File: src/rtl/sram_host_pkg.sv
// Purpose: shared constants for the battery-backed clock SRAM host port
// Assumes: 25 MHz system clock, slowest speed grade of the memory
// Notes:   times in ns as printed, cycle counts derived below

package sram_host_pkg;

   // ***********************************************************
   // widths and memory map
   // ***********************************************************
   localparam int ADDR_W = 19;
   localparam int DATA_W = 8;
   localparam int CLOCK_BYTES = 7;
   localparam logic [18:0] CTRL_ADDR      = 19'h7FFF8;
   localparam logic [18:0] CLOCK_BASE     = 19'h7FFF9;
   localparam int          HOLD_SNAP_BIT  = 6;

   // ***********************************************************
   // timing
   // ***********************************************************
   localparam int CLK_NS        = 40;
   localparam int ACCESS_NS     = 85;   // address / enable to data valid
   localparam int WPULSE_NS     = 65;   // enable low to enable high
   localparam int ADDR_HOLD_NS  = 15;   // enable high to address change
   localparam int RECOVERY_NS   = 1000000;
   localparam int ACCESS_CYC    = (ACCESS_NS + CLK_NS - 1) / CLK_NS;
   localparam int WPULSE_CYC    = (WPULSE_NS + CLK_NS - 1) / CLK_NS;
   localparam int ADDR_HOLD_CYC = (ADDR_HOLD_NS + CLK_NS - 1) / CLK_NS;
   localparam int RECOVERY_CYC  = (RECOVERY_NS + CLK_NS - 1) / CLK_NS;

   // ***********************************************************
   // user commands
   // ***********************************************************
   typedef enum logic [1:0] {
      OP_READ  = 2'b00,
      OP_WRITE = 2'b01,
      OP_SNAP  = 2'b10
   } op_t;

endpackage

File: src/rtl/cycle_if.sv
// Purpose: one memory cycle request between sequencer and pin driver
// Assumes: start is a one-cycle pulse accepted only while the driver idles
// Notes:   done pulses once per cycle, rdata valid with it

`timescale 1ns/1ps
`default_nettype none

interface cycle_if;
   logic        start;
   logic        wr;
   logic [18:0] addr;
   logic [7:0]  wdata;
   logic [7:0]  rdata;
   logic        done;
   logic        idle;

   modport master (output start, wr, addr, wdata,
                   input  rdata, done, idle);
   modport slave  (input  start, wr, addr, wdata,
                   output rdata, done, idle);
endinterface

`default_nettype wire

File: src/rtl/mem_cycle.sv
// Purpose: drives the memory pins through one read or write cycle
// Assumes: memory asynchronous, pins sampled on clk_sys
// Notes:   address settles a cycle before any strobe falls

`timescale 1ns/1ps
`default_nettype none

module mem_cycle
   import sram_host_pkg::*;
(
   // clock and reset
   input  wire logic              clk_sys,
   input  wire logic              rstn,
   // request from sequencer
   cycle_if.slave                 cyc,
   // memory pins
   output logic [ADDR_W-1:0]      addr_pins,
   output logic                   cs_n,
   output logic                   oe_n,
   output logic                   store_strobe_n,
   input  wire logic [DATA_W-1:0] data_pins_in,
   output logic [DATA_W-1:0]      data_pins_out,
   output logic                   data_pins_oe
);

   typedef enum logic [1:0] {
      C_IDLE   = 2'b00,
      C_SETUP  = 2'b01,
      C_STROBE = 2'b10,
      C_HOLD   = 2'b11
   } cyc_state_t;

   cyc_state_t state_q;
   logic [1:0] cnt_q;
   logic       wr_q;
   logic [7:0] rdata_q;
   logic       done_q;

   // ***********************************************************
   // cycle sequencing
   // ***********************************************************
   always_ff @(posedge clk_sys or negedge rstn) begin
      if (!rstn) begin
         state_q <= C_IDLE;
         cnt_q   <= 2'h0;
      end else begin
         unique case (state_q)
            C_IDLE: begin
               if (cyc.start) begin
                  state_q <= C_SETUP;
               end
            end
            C_SETUP: begin
               state_q <= C_STROBE;
               cnt_q   <= wr_q ? 2'(WPULSE_CYC - 1) : 2'(ACCESS_CYC - 1);
            end
            C_STROBE: begin
               if (cnt_q == 2'h0) begin
                  state_q <= C_HOLD;
                  cnt_q   <= 2'(ADDR_HOLD_CYC - 1);
               end else begin
                  cnt_q <= cnt_q - 2'h1;
               end
            end
            C_HOLD: begin
               if (cnt_q == 2'h0) begin
                  state_q <= C_IDLE;
               end else begin
                  cnt_q <= cnt_q - 2'h1;
               end
            end
         endcase
      end
   end

   // ***********************************************************
   // pin registers
   // ***********************************************************
   always_ff @(posedge clk_sys or negedge rstn) begin
      if (!rstn) begin
         addr_pins      <= '0;
         data_pins_out  <= '0;
         wr_q           <= 1'b0;
         cs_n           <= 1'b1;
         oe_n           <= 1'b1;
         store_strobe_n <= 1'b1;
         data_pins_oe   <= 1'b0;
      end else begin
         if (state_q == C_IDLE && cyc.start) begin
            addr_pins     <= cyc.addr;
            data_pins_out <= cyc.wdata;
            wr_q          <= cyc.wr;
         end
         // strobes low only in the strobe phase
         cs_n           <= !(state_q == C_SETUP ||
                             (state_q == C_STROBE && cnt_q != 2'h0));
         oe_n           <= !(!wr_q && (state_q == C_SETUP ||
                             (state_q == C_STROBE && cnt_q != 2'h0)));
         store_strobe_n <= !(wr_q && (state_q == C_SETUP ||
                             (state_q == C_STROBE && cnt_q != 2'h0)));
         // data held through strobe and hold phases
         data_pins_oe   <= wr_q && (state_q == C_SETUP ||
                                    state_q == C_STROBE);
      end
   end

   // ***********************************************************
   // read capture and completion
   // ***********************************************************
   always_ff @(posedge clk_sys or negedge rstn) begin
      if (!rstn) begin
         rdata_q <= 8'h00;
         done_q  <= 1'b0;
      end else begin
         done_q <= (state_q == C_HOLD && cnt_q == 2'h0);
         if (state_q == C_STROBE && cnt_q == 2'h0 && !wr_q) begin
            rdata_q <= data_pins_in;
         end
      end
   end

   assign cyc.rdata = rdata_q;
   assign cyc.done  = done_q;
   assign cyc.idle  = (state_q == C_IDLE);

endmodule

`default_nettype wire

File: src/rtl/rtc_sram_host.sv
// Purpose: host controller for a byte-wide battery-backed SRAM with clock
// Assumes: power_good and data_pins_in synchronous to clk_sys
// Notes:   snapshot command reads all clock bytes with updates halted

`timescale 1ns/1ps
`default_nettype none

module rtc_sram_host
   import sram_host_pkg::*;
#(
   parameter int unsigned REC_CYCLES = RECOVERY_CYC
)(
   // clock and reset
   input  wire logic              clk_sys,
   input  wire logic              rstn,
   // supply health
   input  wire logic              power_good,
   // user command
   input  wire logic              cmd_valid,
   output logic                   cmd_ready,
   input  wire op_t               cmd_op,
   input  wire logic [ADDR_W-1:0] cmd_addr,
   input  wire logic [DATA_W-1:0] cmd_wdata,
   // user response
   output logic                   rsp_valid,
   output logic [DATA_W-1:0]      rsp_data,
   output logic [CLOCK_BYTES-1:0][DATA_W-1:0] time_bytes,
   // memory pins
   output logic [ADDR_W-1:0]      addr_pins,
   output logic                   cs_n,
   output logic                   oe_n,
   output logic                   store_strobe_n,
   input  wire logic [DATA_W-1:0] data_pins_in,
   output logic [DATA_W-1:0]      data_pins_out,
   output logic                   data_pins_oe
);

   typedef enum logic [2:0] {
      M_IDLE    = 3'b000,
      M_USER    = 3'b001,
      M_RD_CTL  = 3'b010,
      M_SET_HLD = 3'b011,
      M_RD_TIME = 3'b100,
      M_CLR_HLD = 3'b101
   } main_state_t;

   // control byte with the hold bit forced on or off
   function automatic logic [7:0] with_hold(input logic [7:0] ctl,
                                            input logic       on);
      logic [7:0] v;
      v = ctl;
      v[HOLD_SNAP_BIT] = on;
      return v;
   endfunction

   cycle_if     cyc ();
   main_state_t state_q;
   logic [23:0] rec_cnt_q;
   logic        pwr_ok_q;
   logic [7:0]  ctl_q;
   logic [2:0]  idx_q;
   logic        start_q;
   logic        wr_q;
   logic [18:0] addr_q;
   logic [7:0]  wdata_q;

   // ***********************************************************
   // supply watch and recovery wait
   // ***********************************************************
   always_ff @(posedge clk_sys or negedge rstn) begin
      if (!rstn) begin
         rec_cnt_q <= 24'h000000;
         pwr_ok_q  <= 1'b0;
      end else if (!power_good) begin
         rec_cnt_q <= 24'h000000;
         pwr_ok_q  <= 1'b0;
      end else if (!pwr_ok_q) begin
         if (rec_cnt_q >= 24'(REC_CYCLES - 1)) begin
            pwr_ok_q <= 1'b1;
         end else begin
            rec_cnt_q <= rec_cnt_q + 24'h000001;
         end
      end
   end

   assign cmd_ready = (state_q == M_IDLE) && pwr_ok_q && !start_q &&
                      cyc.idle;

   // ***********************************************************
   // command sequencer
   // ***********************************************************
   always_ff @(posedge clk_sys or negedge rstn) begin
      if (!rstn) begin
         state_q <= M_IDLE;
         start_q <= 1'b0;
         wr_q    <= 1'b0;
         addr_q  <= '0;
         wdata_q <= 8'h00;
         idx_q   <= 3'h0;
      end else begin
         start_q <= 1'b0;
         unique case (state_q)
            M_IDLE: begin
               if (cmd_valid && cmd_ready) begin
                  start_q <= 1'b1;
                  if (cmd_op == OP_SNAP) begin
                     state_q <= M_RD_CTL;
                     wr_q    <= 1'b0;
                     addr_q  <= CTRL_ADDR;
                  end else begin
                     state_q <= M_USER;
                     wr_q    <= (cmd_op == OP_WRITE);
                     addr_q  <= cmd_addr;
                     wdata_q <= cmd_wdata;
                  end
               end
            end
            M_USER: begin
               if (cyc.done) begin
                  state_q <= M_IDLE;
               end
            end
            M_RD_CTL: begin
               if (cyc.done) begin
                  // keep calibration bits, only raise hold
                  state_q <= M_SET_HLD;
                  start_q <= 1'b1;
                  wr_q    <= 1'b1;
                  wdata_q <= with_hold(cyc.rdata, 1'b1);
               end
            end
            M_SET_HLD: begin
               if (cyc.done) begin
                  state_q <= M_RD_TIME;
                  start_q <= 1'b1;
                  wr_q    <= 1'b0;
                  idx_q   <= 3'h0;
                  addr_q  <= CLOCK_BASE;
               end
            end
            M_RD_TIME: begin
               if (cyc.done) begin
                  start_q <= 1'b1;
                  if (idx_q == 3'(CLOCK_BYTES - 1)) begin
                     state_q <= M_CLR_HLD;
                     wr_q    <= 1'b1;
                     addr_q  <= CTRL_ADDR;
                     wdata_q <= with_hold(ctl_q, 1'b0);
                  end else begin
                     idx_q  <= idx_q + 3'h1;
                     addr_q <= addr_q + 19'h00001;
                  end
               end
            end
            M_CLR_HLD: begin
               if (cyc.done) begin
                  state_q <= M_IDLE;
               end
            end
            default: begin
               state_q <= M_IDLE;
            end
         endcase
      end
   end

   // ***********************************************************
   // captured data and responses
   // ***********************************************************
   always_ff @(posedge clk_sys or negedge rstn) begin
      if (!rstn) begin
         ctl_q      <= 8'h00;
         rsp_valid  <= 1'b0;
         rsp_data   <= 8'h00;
         time_bytes <= '0;
      end else begin
         rsp_valid <= cyc.done &&
                      (state_q == M_USER || state_q == M_CLR_HLD);
         if (cyc.done && state_q == M_RD_CTL) begin
            ctl_q <= cyc.rdata;
         end
         if (cyc.done && state_q == M_USER && !wr_q) begin
            rsp_data <= cyc.rdata;
         end
         if (cyc.done && state_q == M_RD_TIME) begin
            time_bytes[idx_q] <= cyc.rdata;
         end
      end
   end

   assign cyc.start = start_q;
   assign cyc.wr    = wr_q;
   assign cyc.addr  = addr_q;
   assign cyc.wdata = wdata_q;

   // ***********************************************************
   // pin driver
   // ***********************************************************
   mem_cycle u_cycle (
      .clk_sys        (clk_sys),
      .rstn           (rstn),
      .cyc            (cyc.slave),
      .addr_pins      (addr_pins),
      .cs_n           (cs_n),
      .oe_n           (oe_n),
      .store_strobe_n (store_strobe_n),
      .data_pins_in   (data_pins_in),
      .data_pins_out  (data_pins_out),
      .data_pins_oe   (data_pins_oe)
   );

endmodule

`default_nettype wire

File: config.mk
export PLATFORM = sky130hd
export DESIGN_NAME = rtc_sram_host
export DESIGN_NICKNAME = d
export VERILOG_FILES = /design/src/rtl/sram_host_pkg.sv /design/src/rtl/cycle_if.sv /design/src/rtl/mem_cycle.sv /design/src/rtl/rtc_sram_host.sv
export SDC_FILE = /design/constraint.sdc
export NUM_CORES = 1
export LEC_CHECK = 0
export BUFFER_PORTS_ARGS = -buffer_cell sky130_fd_sc_hd__clkbuf_2
export CORE_ASPECT_RATIO = 1.25
export CORE_UTILIZATION = 35
export DETAILED_ROUTE_END_ITERATION = 10
export GPL_TIMING_DRIVEN = 0
export SKIP_CTS_REPAIR_TIMING = 1
export SLEW_MARGIN = 20
export SYNTH_ARGS = -nofsm -noshare
export SYNTH_HDL_FRONTEND = slang
export SYNTH_HIERARCHICAL = 1
export SYNTH_SLANG_ARGS = --single-unit
File: constraint.sdc
create_clock -name clk_sys -period 3.3 [get_ports clk_sys]
set_clock_uncertainty 0.05 [all_clocks]
set_input_delay 0.165 -clock clk_sys [delete_from_list [all_inputs] [get_ports clk_sys]]
set_output_delay 0.165 -clock clk_sys [all_outputs]
set_load 0.03 [all_outputs]
## After elaboration in Yosys (flattened, before gate mapping)

Index checks and enable logic that the tools add are counted.

| cells by class | value |
|---|---|
| add/subtract/negate cells | 4 |
| order comparisons | 3 |
| equal/unequal tests | 25 |
| multiplexer cells | 50 |
| reduce and logical (&&, ||, !) cells | 46 |

Operators by type and width:

| kind | count |
|---|---|
| $mux 19 | 5 |
| $mux 24 | 3 |
| $pmux 19 s3 | 1 |
| $bwmux 56 | 1 |
| $mux 8 | 6 |
| $add 24x1->24 const B | 1 |
| $demux 8 s3 | 1 |
| $ge 24x15->1 const B | 1 |
| $mux 3 | 8 |
| $pmux 8 s3 | 1 |
| $add 19x1->19 const B | 1 |
| $logic_and 1x1->1 | 18 |
| $reduce_and 6->1 | 3 |
| $ne 2x2->1 const B | 8 |
| $pmux 3 s5 | 1 |
| $mux 2 | 7 |
| $ne 2x1->1 const B | 6 |
| $mux 1 | 11 |
| $eq 3x3->1 const B | 3 |
| $reduce_bool 3->1 | 3 |
| $pmux 2 s4 | 1 |
| $reduce_and 4->1 | 2 |
| $eq 2x2->1 const B | 3 |
| $eq 3x2->1 const B | 2 |
| other kinds (20) | 31 |

| storage, ports and cells | value |
|---|---|
| register bits | 178 |
| bits of input ports | 41 |
| output and inout port bits | 97 |
| word-level logic and storage cells | 157 |

## Depth between registers and ports, before layout

Gate-level depths: netlist of the first run.

| logic depth | value |
|---|---|
| depth after elaboration | 7 |
| gate-level depth with buffers | 8 |
| depth with buffers taken out | 7 |

## By module

The synthesis of the first run kept the hierarchy.

By module, submodules not included:

| module | instances | cells an instance | area each (µm²) | seq. area each (µm²) |
|---|---|---|---|---|
| rtc_sram_host | 1 | 536 | 6104.6 | 3303.2 |
| mem_cycle | 1 | 121 | 1934.4 | 1129.8 |

## Worst setup path after synthesis of the first run

Ideal clock, no wire load.

| path | value |
|---|---|
| path type | reg2reg |
| start point | register state_q[0] (netlist name) |
| end point | register time_bytes[48] in the netlist's numbering |
| library setup time | 0.125 ns |
| data arrival time | 1.721 ns |
| required time | 3.125 ns |
| slack | 1.404 ns |
| stages on the path, launching flop included | 6 |
| path buffers | 1 |
| clock period less this slack | 1.896 ns |
| cell sequence | dfrtp_1 > or3b_1 > nor3_2 > and3_1 > buf_2 > mux2_2 |

RTL lines:

| element | RTL line | source |
|---|---|---|
| end signal: indexed assignment | rtc_sram_host.sv:186 | `time_bytes[idx_q] <= cyc.rdata;` |
| end: declaration | rtc_sram_host.sv:27 | `output logic [CLOCK_BYTES-1:0][DATA_W-1:0] time_bytes,` |

## Worst setup path in the final report of the first run

| path | value |
|---|---|
| start point | register u_cycle.state_q[0] |
| end point | register addr_q[14] |

| between the ends | value |
|---|---|
| word-level cells in the longest chain between the ends | 5 |

Ends and longest elaborated chain:

| element | RTL line | source |
|---|---|---|
| start: declaration | mem_cycle.sv:33 | `cyc_state_t state_q;` |
| start signal: assignment | mem_cycle.sv:44 | `state_q <= C_IDLE;` |
| start signal: assignment | mem_cycle.sv:50 | `state_q <= C_SETUP;` |
| start signal: assignment | mem_cycle.sv:54 | `state_q <= C_STROBE;` |
| $logic_not 2->1 | mem_cycle.sv:124 | `assign cyc.idle = (state_q == C_IDLE);` |
| named net cyc.idle | cycle_if.sv:15 | `logic idle;` |
| $logic_and 1x1->1 | rtc_sram_host.sv:86 | `assign cmd_ready = (state_q == M_IDLE) && pwr_ok_q && !start_q &&` |
| $logic_and 1x1->1 | rtc_sram_host.sv:104 | `if (cmd_valid && cmd_ready) begin` |
| $ne 2x1->1 (no line) | - |  |
| $reduce_and 4->1 (no line) | - |  |
| end signal: assignment | rtc_sram_host.sv:113 | `addr_q <= cmd_addr;` |
| end signal: assignment | rtc_sram_host.sv:151 | `addr_q <= addr_q + 19'h00001;` |
| end: declaration | rtc_sram_host.sv:64 | `logic [18:0] addr_q;` |

The timed path passes the listed nets, and every way through them passes these cells.
A chain may end at the register's enable or synchronous reset.

==> results of run 1 <==
## per-stage QoR
step | total power, uW | instances
after floorplan | 4900 | 657
after global placement | 5640 | 1077
after detailed placement | 5710 | 1079
after CTS | 7750 | 1110
after global routing | 8140 | 1120
final | 7680 | 1120
## final cells by class
type / count / area (sq um) / share of cell area (%)
Tap cell: 283 / 354 / 3.60
Timing Repair Buffer: 149 / 850 / 8.64
Clock inverter: 11 / 133 / 1.35
Buffer: 32 / 145 / 1.48
Clock buffer: 20 / 457 / 4.64
Sequential cell: 177 / 4430 / 45.1
Inverter: 13 / 48.8 / 0.496
Multi-Input combinational cell: 435 / 3410 / 34.7
## kinds of logic (layout without fill, tap and decap cells)
group                      Yosys count  count (layout)  share of synthesized area, %
and+or+nand+nor                    181             181                          12.7
AOI/OAI and AO/OA                  109             109                          8.62
xor gates and xnor gates             5               5                         0.545
muxes                              127             127                          18.6
DFF                                177             177                          55.1
adders and majority gates           13              13                          2.02
buffers and inverters               45             225                          2.41
## tightest hold or removal path, stage by stage
cell and delay, ns:
sky130_fd_sc_hd__clkbuf_2 0.07, sky130_fd_sc_hd__o21ai_0 0.07, sky130_fd_sc_hd__a21oi_1 0.13
## sequential cells by signal (all words and copies together) (netlist names), 2 cells and up
register	count
u_cycle/addr_pins	19
state_q	3
addr_q	19
u_cycle/cnt_q	2
idx_q	3
cyc.wdata	8
u_cycle/data_pins_out	8
ctl_q	7
rec_cnt_q	24
u_cycle/cyc.rdata	8
u_cycle/state_q	2
rsp_data	8
time_bytes	56
## per-layer routing
| metal | vias up | global-route usage [%] |
|---|---|---|
| met3 | 14 | 4.80 |
| met5 | - | 0 |
| met2 | 160 | 26.6 |
| li1 | 2691 | - |
| met4 | 0 | 5.06 |
| met1 | 2778 | 20.9 |
## path summary, 6_finish.rpt
path	start	to	cells past startpoint
max	u_cycle/state_q[0]	addr_q[14]	8
min	cmd_addr[12]	addr_q[12]	3
max reg2reg	u_cycle/state_q[0]	addr_q[14]	8
min reg2reg	rec_cnt_q[20]	rec_cnt_q[20]	1
max in group asynchronous	rstn	idx_q[0]	4
min in group asynchronous	rstn	u_cycle/data_pins_oe	2
## power groups by stage
stage | combinational, uW | clock, uW | sequential (uW)
finish | 2490 | 2020 | 3160
global route | 2740 | 2160 | 3240
CTS | 2510 | 2080 | 3160
detailed placement | 2510 | 0 | 3200
global placement | 2460 | 0 | 3180
floorplan | 1420 | 0 | 3470
## placed cells by master, fill, tap and decap left out, drive strengths merged, types with 12 or more instances in the layout
| master | netlist | routed |
|---|---|---|
| clkbuf | 22 | 179 |
| and2 | 18 | 18 |
| nand3 | 22 | 22 |
| dfrtp | 174 | 174 |
| a21oi | 38 | 38 |
| nand2b | 13 | 13 |
| mux2 | 118 | 118 |
| ha | 13 | 13 |
| o21ai | 31 | 31 |
| inv | 13 | 14 |
| buf | 10 | 12 |
| nand2 | 49 | 49 |
| nor2 | 22 | 22 |
==> flow_metrics.env, run 1 <==
export IMPL_effective_utilization_at_floorplan_pct=35.9
export IMPL_synthCells=657
export IMPL_cp_num_buf_inv=2
export IMPL_crit_type="flop to flop"
export IMPL_length_of_routed_met3_wiring_um=1150
export IMPL_global_route_usage_total_pct=16.4
export IMPL_tritoncts_clock_tree="done"
export IMPL_crit_path_top_delay_cell="sky130_fd_sc_hd__clkbuf_1"
export IMPL_dp_worst_setup_slack_ns=0.949
export IMPL_min_period_ns=2.39
export IMPL_synth_distinct_cells=64
export IMPL_fin_ws_ns=0.915
export IMPL_io_pins=138
export IMPL_switching_power_uw=2790
export IMPL_grt_start_max_net_pins=78
export IMPL_floorplan_die_area_sq_um=23600
export IMPL_clkPwrFrac_pct=26.4
export IMPL_post_synth_main_area_contributors="sky130_fd_sc_hd__dfrtp_1 (54%), sky130_fd_sc_hd__mux2_2 (14%), sky130_fd_sc_hd__mux2_4 (3.7%)"
export IMPL_dominantRegCellSynth="sky130_fd_sc_hd__dfrtp_1"
export IMPL_antenna_violations_before_repair=0
export IMPL_postLayoutCellArea_sq_um=9830
export IMPL_fin_util_pct=44.0
export IMPL_comb_power_share_pct=32.5
export IMPL_met2_length_um=9090
export IMPL_cp_data_required_time_ns=3.61
export IMPL_layout_filler_cells=2118
export IMPL_num_antenna_cells=0
export IMPL_drt_pre_antenna_iters=4
export IMPL_postSynthRegisterBits=177
export IMPL_detail_route_antenna_nets=0
export IMPL_finalHoldWorstSlack_ns=0.00716
export IMPL_worst_slew_margin_relative_to_its_limit_pct=47.9
export IMPL_asyncSetResetFlopFracSynth_pct=100
export IMPL_tritoncts_num_buffers=17
export IMPL_total_length_of_routed_wires_um=18800
export IMPL_irDropWorstVdd_v=0.000421
export IMPL_dr_wl_cell_um=16.8
export IMPL_detail_route_iter0_violations=186
export IMPL_height_of_the_die_um=171
export IMPL_ctsRootBufferMaster="sky130_fd_sc_hd__clkbuf_16"
export IMPL_cts_buffer_depth=2
export IMPL_core_area_sq_um=22400
export IMPL_worst_path_most_repeated_cell="sky130_fd_sc_hd__a21oi_1"
export IMPL_first_pass_grt_wire_length_um=29500
export IMPL_length_of_routed_wiring_on_met1_um=8360
export IMPL_top_layer="met4"
export IMPL_setup_viol_count_final=0
export IMPL_critical_path_peak_fanout=10
export IMPL_synth_largest_type_area_fraction_pct=54.2
export IMPL_holdCritPathClass="input port to flop"
export IMPL_outcome="finished clean"
export IMPL_p_leak_uw=0.00484
export IMPL_cp_cell_sequence="inv_1 > ha_1 > and4b_1 > nand2_1 > nand3_1 > clkbuf_1 > a21oi_1 > a21oi_1"
export IMPL_endpoint_kind="flop"
export IMPL_internal_power_uw=4880
export IMPL_synth_seq_area_share_pct=55.1
export IMPL_route_detailed_drc=0
export IMPL_dpl_instance_area_sq_um=9140
export IMPL_worst_path_dominant_cell_family="simple AND/OR/NAND/NOR gates"
export IMPL_htree_levels=4
export IMPL_p_seq_share_pct=41.2
export IMPL_clk_latency_ns=0.43
export IMPL_critPathArrivalTime_ns=2.69
export IMPL_slew_violations=0
export IMPL_drive_gt1_share_pct=38.0
export IMPL_num_vias=5643
export IMPL_ys_warnings_count=6
export IMPL_maxCapViolCount=0
export IMPL_layout_worst_path_cycle_share_pct=72.3
export IMPL_syn_area_per_cell_sq_um=12.2
export IMPL_synth_cell_area_sq_um=8040
export IMPL_clk_pin_slew_worst_paths_ns=0.07
export IMPL_critPathMaxStageDelay_ns=0.46
export IMPL_synth_top_cells_by_count="sky130_fd_sc_hd__dfrtp_1 (174), sky130_fd_sc_hd__mux2_2 (98), sky130_fd_sc_hd__nand2_1 (48)"
export IMPL_overflow=0
export IMPL_reg2reg_setup_slack_ns=0.91
export IMPL_die_x_extent_um=138
export IMPL_final_net_count=879
export IMPL_rsz0062_at_grt="no"
export IMPL_hold_viol=0
export IMPL_netlist_top_cell_by_area="sky130_fd_sc_hd__dfrtp_1"
export IMPL_synth_enable_flop_cells=0
export IMPL_p_per_area_nw_per_um2=781
export IMPL_cts_sink_count=177
export IMPL_timing_setup_tns_ns=0
export IMPL_place_detailed_hpwl_um=13600
export IMPL_synth_fp_nets=711
export IMPL_average_vias_per_placed_instance=5.04
export IMPL_most_used_standard_cell_by_instance_count_after_synthesis="sky130_fd_sc_hd__dfrtp_1"
export IMPL_rows=61
export IMPL_sw_frac_of_total_pct=36.4
export IMPL_worst_slew_pin_transition_ns=0.776
export IMPL_critPathLaunchType="flop"
export IMPL_area_growth_synth_to_final_pct=22.3
export IMPL_routabilityCongestion=0.844
export IMPL_buffer_ports_inserted=137
export IMPL_grt_pass1_vias=5565
export IMPL_achievable_frequency_mhz=419
(Power assumes the default switching activity.)
==> run 2: changes to the inputs <==
==> constraint.sdc (replaced) <==
create_clock -name clk_sys -period 2.2 [get_ports clk_sys]
set_clock_uncertainty 0.05 [all_clocks]
set_input_delay 0.11 -clock clk_sys [delete_from_list [all_inputs] [get_ports clk_sys]]
set_output_delay 0.11 -clock clk_sys [all_outputs]
set_load 0.03 [all_outputs]
==> run 2 against run 1 <==
Net effect:
- the flow now finishes with violations (hold timing)
- combinational power grew 51%
- via count is 0.53% higher
- final cell count rose by 1.4%
- sequential cell count stayed put
- worst setup slack worse by 0.84 ns
- clock-buffer cell count unchanged
- die area unchanged
- critical path type is now flop to output pin
- critical endpoint is now cmd_ready
- largest cell class unchanged
==> flow_metrics.env, run 2 (same netlist as run 1, synthesis figures left out) <==
export IMPL_p_per_area_nw_per_um2=1150
export IMPL_htree_levels=4
export IMPL_num_antenna_cells=0
export IMPL_place_detailed_hpwl_um=13600
export IMPL_average_vias_per_placed_instance=4.99
export IMPL_worst_slew_margin_relative_to_its_limit_pct=48.6
export IMPL_area_growth_synth_to_final_pct=25.0
export IMPL_detail_route_iter0_violations=211
export IMPL_height_of_the_die_um=171
export IMPL_finalHoldWorstSlack_ns=-0.0311
export IMPL_crit_path_top_delay_cell="sky130_fd_sc_hd__dfrtp_1"
export IMPL_failing_checks="hold timing"
export IMPL_largest_register_ff_count=56
export IMPL_maxCapViolCount=0
export IMPL_effective_utilization_at_floorplan_pct=35.9
export IMPL_fin_util_pct=44.9
export IMPL_irDropWorstVdd_v=0.000637
export IMPL_hold_path_end="addr_q[6]"
export IMPL_rsz0062_at_grt="yes"
export IMPL_worst_slew_pin_transition_ns=0.766
export IMPL_first_pass_grt_wire_length_um=29500
export IMPL_holdCritPathClass="input port to flop"
export IMPL_core_area_sq_um=22400
export IMPL_fin_ws_ns=0.0706
export IMPL_grt_pass1_vias=5565
export IMPL_critPathMaxStageDelay_ns=0.46
export IMPL_outcome="finished, violations left"
export IMPL_drt_pre_antenna_iters=4
export IMPL_slew_violations=0
export IMPL_pwr_total_uw=11500
export IMPL_buffer_ports_inserted=137
export IMPL_largest_registers="time_bytes x56, rec_cnt_q x24"
export IMPL_cp_data_required_time_ns=2.04
export IMPL_layout_commonest_cell="sky130_fd_sc_hd__dfrtp_1"
export IMPL_layout_worst_path_cycle_share_pct=96.8
export IMPL_grt_start_max_net_pins=78
export IMPL_global_route_usage_total_pct=16.4
export IMPL_critPathLaunchType="flop"
export IMPL_total_length_of_routed_wires_um=18900
export IMPL_io_pins=138
export IMPL_ctsRootBufferMaster="sky130_fd_sc_hd__clkbuf_16"
export IMPL_setup_viol_count_final=0
export IMPL_achievable_frequency_mhz=470
export IMPL_drive_gt1_share_pct=39.0
export IMPL_routabilityCongestion=0.844
export IMPL_hold_viol=9
export IMPL_reg2reg_setup_slack_ns=0.11
export IMPL_postLayoutCellArea_sq_um=10000
export IMPL_tritoncts_num_buffers=17
export IMPL_largest_register="time_bytes"
export IMPL_hold_path_startpoint="cmd_addr[6]"
export IMPL_num_vias=5673
export IMPL_dr_wl_cell_um=16.7
export IMPL_overflow=0
export IMPL_critPathArrivalTime_ns=1.97
export IMPL_final_net_count=895
export IMPL_antenna_violations_before_repair=0
export IMPL_r2r_start="state_q[0]"
export IMPL_worst_r2r_path_depth=5
export IMPL_dp_worst_setup_slack_ns=-0.151
export IMPL_floorplan_die_area_sq_um=23600
export IMPL_detail_route_antenna_nets=0
export IMPL_min_period_ns=2.13
export IMPL_tritoncts_clock_tree="done"
export IMPL_cts_buffer_depth=2
export IMPL_dpl_instance_area_sq_um=9140
export IMPL_route_detailed_drc=0
export IMPL_clk_latency_ns=0.43
export IMPL_die_x_extent_um=138
export IMPL_cts_sink_count=177
export IMPL_p_leak_uw=0.00492
export IMPL_count_of_cells_along_the_worst_hold_path=3
export IMPL_endpoint_kind="output pin"
export IMPL_rows=61
export IMPL_most_common_layout_cells="sky130_fd_sc_hd__dfrtp_1 (174), sky130_fd_sc_hd__clkbuf_2 (137), sky130_fd_sc_hd__mux2_2 (98), sky130_fd_sc_hd__nand2_1 (48), sky130_fd_sc_hd__a21oi_1 (37)"
export IMPL_rr_endpoint="time_bytes[55]"
export IMPL_cp_cell_sequence="buf_1 > nor3_2 > and4b_1 > clkbuf_2"
export IMPL_critical_path_peak_fanout=10
export IMPL_crit_type="flop to output pin"
export IMPL_clk_pin_slew_worst_paths_ns=0.06
[run 2: area by class of cell]
class / count / area (sq um)
multi-input combinational: 435 / 3460
inverter: 13 / 48.8
timing repair buffer: 166 / 1010
tap: 283 / 354
clock inverter: 11 / 133
clock buffer: 20 / 457
buffer: 31 / 153
fill: 2099 / 12300
sequential: 177 / 4430
[run 2: report_power, final]
group	leakage (uW)	total, uW	internal (uW)	switching [uW]
Sequential	0.00232	4740	4070	674
Clock	0.000283	3040	1740	1300
Combinational	0.00231	3770	1540	2230
Total	0.00492	11500	7350	4200
[run 2: worst max path at each step]
stage / startpoint / end / slack, ns / cells past startpoint
floorplan: state_q[0] / time_bytes[48] / 0.30 / 5
global placement: rstn / time_bytes[45] / -2.48 / 1
detailed placement: u_cycle/state_q[0] / addr_q[13] / -0.15 / 8
CTS: u_cycle/state_q[0] / addr_q[13] / -0.18 / 8
global route: state_q[0] / time_bytes[55] / -0.007 / 5
finish: state_q[0] / cmd_ready / 0.07 / 4
[run 2: through the flow]
stage	instances	setup TNS, ns
finish	1136	0
global route	1136	-0.0133
CTS	1110	-2.71
detailed placement	1079	-2.07
global placement	1077	-434.50
floorplan	657	0
[run 2: layer usage]
layer	wire [um]	share of wire, %	GRT usage, %
met1	8470	45	20.9
met2	9080	48	26.6
met3	1140	6.0	4.80
met4	231	1.2	5.06
met5	0	0	0
[run 2: worst max-delay path: cells and delay by family (launching register included)]
family	cells	cell delay (ns)
AND/OR/NAND/NOR	2	0.60
buffers and inverters	2	0.49
flip-flops	1	0.46
==> run 3: changes to the inputs <==
==> constraint.sdc (replaced) <==
create_clock -name clk_sys -period 2.5 [get_ports clk_sys]
set_clock_uncertainty 0.05 [all_clocks]
set_input_delay 0.125 -clock clk_sys [delete_from_list [all_inputs] [get_ports clk_sys]]
set_output_delay 0.125 -clock clk_sys [all_outputs]
set_load 0.03 [all_outputs]
==> run 3 against run 2 <==
Net effect:
- the run still ends with hold timing left
- die area is the same
- sequential share of layout area grew 0.78 points
- non-clock buffer count shrank 12
- sequential cell count is the same
- power shrank 12%
- critical path type is now flop to flop
- critical endpoint is now time_bytes[21]
- largest power group unchanged
- highest routed layer unchanged
==> flow_metrics.env, run 3 (same netlist as run 1, synthesis figures left out) <==
export IMPL_ctsRootBufferMaster="sky130_fd_sc_hd__clkbuf_16"
export IMPL_final_net_count=883
export IMPL_critPathLaunchType="flop"
export IMPL_cts_buffer_depth=2
export IMPL_slew_violations=0
export IMPL_irDropWorstVdd_v=0.000552
export IMPL_floorplan_die_area_sq_um=23600
export IMPL_tritoncts_clock_tree="done"
export IMPL_layout_worst_path_cycle_share_pct=89.3
export IMPL_num_antenna_cells=0
export IMPL_clk_latency_ns=0.43
export IMPL_drt_pre_antenna_iters=4
export IMPL_detail_route_antenna_nets=0
export IMPL_num_vias=5660
export IMPL_area_occupied_by_multi_input_gates_sq_um=3410
export IMPL_crit_path_top_delay_cell="sky130_fd_sc_hd__or3b_1"
export IMPL_clk_pin_slew_worst_paths_ns=0.07
export IMPL_holdCritPathClass="input port to flop"
export IMPL_routabilityCongestion=0.844
export IMPL_grt_pass1_vias=5565
export IMPL_cp_num_buf_inv=0
export IMPL_core_area_sq_um=22400
export IMPL_cp_data_required_time_ns=2.76
export IMPL_drive_gt1_share_pct=38.2
export IMPL_met2_length_um=9080
export IMPL_switching_power_uw=3680
export IMPL_clkPwrFrac_pct=26.4
export IMPL_worst_path_dominant_cell_family="simple AND/OR/NAND/NOR gates"
export IMPL_fin_util_pct=44.2
export IMPL_overflow=0
export IMPL_post_layout_nonfiller_instances=1124
export IMPL_timing_setup_tns_ns=0
export IMPL_crit_type="flop to flop"
export IMPL_fin_ws_ns=0.268
export IMPL_largest_register_ff_count=56
export IMPL_internal_power_uw=6450
export IMPL_length_of_routed_met3_wiring_um=1070
export IMPL_dp_worst_setup_slack_ns=0.149
export IMPL_rsz0062_at_grt="no"
export IMPL_rows=61
export IMPL_min_period_ns=2.23
export IMPL_p_seq_share_pct=41.1
export IMPL_average_vias_per_placed_instance=5.04
export IMPL_height_of_the_die_um=171
export IMPL_critPathArrivalTime_ns=2.49
export IMPL_tritoncts_num_buffers=17
export IMPL_worst_slew_margin_relative_to_its_limit_pct=47.9
export IMPL_critPathMaxStageDelay_ns=0.49
export IMPL_antenna_violations_before_repair=0
export IMPL_buffer_ports_inserted=137
export IMPL_maxCapViolCount=0
export IMPL_most_common_layout_cells="sky130_fd_sc_hd__dfrtp_1 (174), sky130_fd_sc_hd__clkbuf_2 (139), sky130_fd_sc_hd__mux2_2 (98), sky130_fd_sc_hd__nand2_1 (48), sky130_fd_sc_hd__a21oi_1 (37)"
export IMPL_hold_viol=14
export IMPL_dr_wl_cell_um=16.7
export IMPL_cp_cell_sequence="or3b_1 > nor3_2 > nand3b_1 > mux2_2"
export IMPL_dp_cells=1079
export IMPL_endpoint_kind="flop"
export IMPL_finalHoldWorstSlack_ns=-0.0277
export IMPL_route_detailed_drc=0
export IMPL_sw_frac_of_total_pct=36.3
export IMPL_detail_route_iter0_violations=178
export IMPL_worst_slew_pin_transition_ns=0.775
export IMPL_critical_path_peak_fanout=8
export IMPL_failing_checks="hold timing"
export IMPL_effective_utilization_at_floorplan_pct=35.9
export IMPL_achievable_frequency_mhz=448
export IMPL_area_sequential_sq_um=4430
export IMPL_total_length_of_routed_wires_um=18700
export IMPL_length_of_routed_wiring_on_met1_um=8420
export IMPL_area_growth_synth_to_final_pct=22.8
export IMPL_io_pins=138
export IMPL_largest_register="time_bytes"
export IMPL_layout_commonest_cell="sky130_fd_sc_hd__dfrtp_1"
export IMPL_comb_power_share_pct=32.5
export IMPL_die_x_extent_um=138
export IMPL_place_detailed_hpwl_um=13600
export IMPL_cts_sink_count=177
export IMPL_first_pass_grt_wire_length_um=29500
export IMPL_global_route_usage_total_pct=16.4
export IMPL_dpl_instance_area_sq_um=9140
export IMPL_htree_levels=4
export IMPL_p_per_area_nw_per_um2=1030
export IMPL_top_layer="met4"
export IMPL_layout_filler_cells=2117
export IMPL_setup_viol_count_final=0
export IMPL_p_leak_uw=0.00486
export IMPL_outcome="finished, violations left"
export IMPL_grt_start_max_net_pins=78
export IMPL_largest_registers="time_bytes x56, rec_cnt_q x24"
export IMPL_postLayoutCellArea_sq_um=9880
## run 3: changes by cell type in the layout (fill, tap and decap cells not counted), sizes merged
cell	change
clkdlybuf4s15	-1
clkbuf	+3
buf	-7
dlygate4sd3	-7
## run 3: final timing paths
| kind | depth (start not counted) | slack, ns | startpoint | endpoint |
|---|---|---|---|---|
| worst max-delay path | 4 | 0.27 | state_q[0] | time_bytes[21] |
| worst min-delay path | 3 | -0.03 | cmd_addr[14] | addr_q[14] |
| worst max register to register | 4 | 0.27 | state_q[0] | time_bytes[21] |
| worst min register to register | 1 | 0.44 | rec_cnt_q[20] | rec_cnt_q[20] |
| max in group asynchronous | 4 | 1.25 | rstn | idx_q[0] |
| min in group asynchronous | 2 | 0.12 | rstn | u_cycle/data_pins_oe |
## run 3: cell type report
class / count / area share (%)
flip-flops and latches: 177 / 44.9
multi-input cells: 435 / 34.5
repair buffers: 153 / 9.01
clock buffers: 20 / 4.62
well taps: 283 / 3.59
plain buffers: 32 / 1.51
clock inverters: 11 / 1.34
inverters: 13 / 0.494
## run 3: worst min-delay path: stages
cell and delay [ns]:
sky130_fd_sc_hd__clkbuf_2 0.08, sky130_fd_sc_hd__o22ai_1 0.08, sky130_fd_sc_hd__a21oi_1 0.13
## run 3: power by group through the flow
stage / clock [uW] / sequential [uW] / combinational (uW)
6_report: 2670 / 4170 / 3290
5_1_grt: 2850 / 4280 / 3630
4_1_cts: 2740 / 4180 / 3320
3_5_place_dp: 0 / 4230 / 3310
3_3_place_gp: 0 / 4200 / 3250
2_1_floorplan: 0 / 4590 / 1880
## run 3: stage by stage
stage / power, uW / hold slack [ns]
4_1_cts: 10200 / -0.464
6_report: 10100 / -0.0277
3_3_place_gp: 7450 / 0.308
5_1_grt: 10800 / 0.000594
3_5_place_dp: 7540 / 0.00151
2_1_floorplan: 6470 / -0.221
## run 3: metal layers
layer  GRT usage [%]  up-vias
li1                -     2703
met4            5.06        0
met5               0        -
met2            26.6      148
met3            4.80       13
met1            20.9     2796
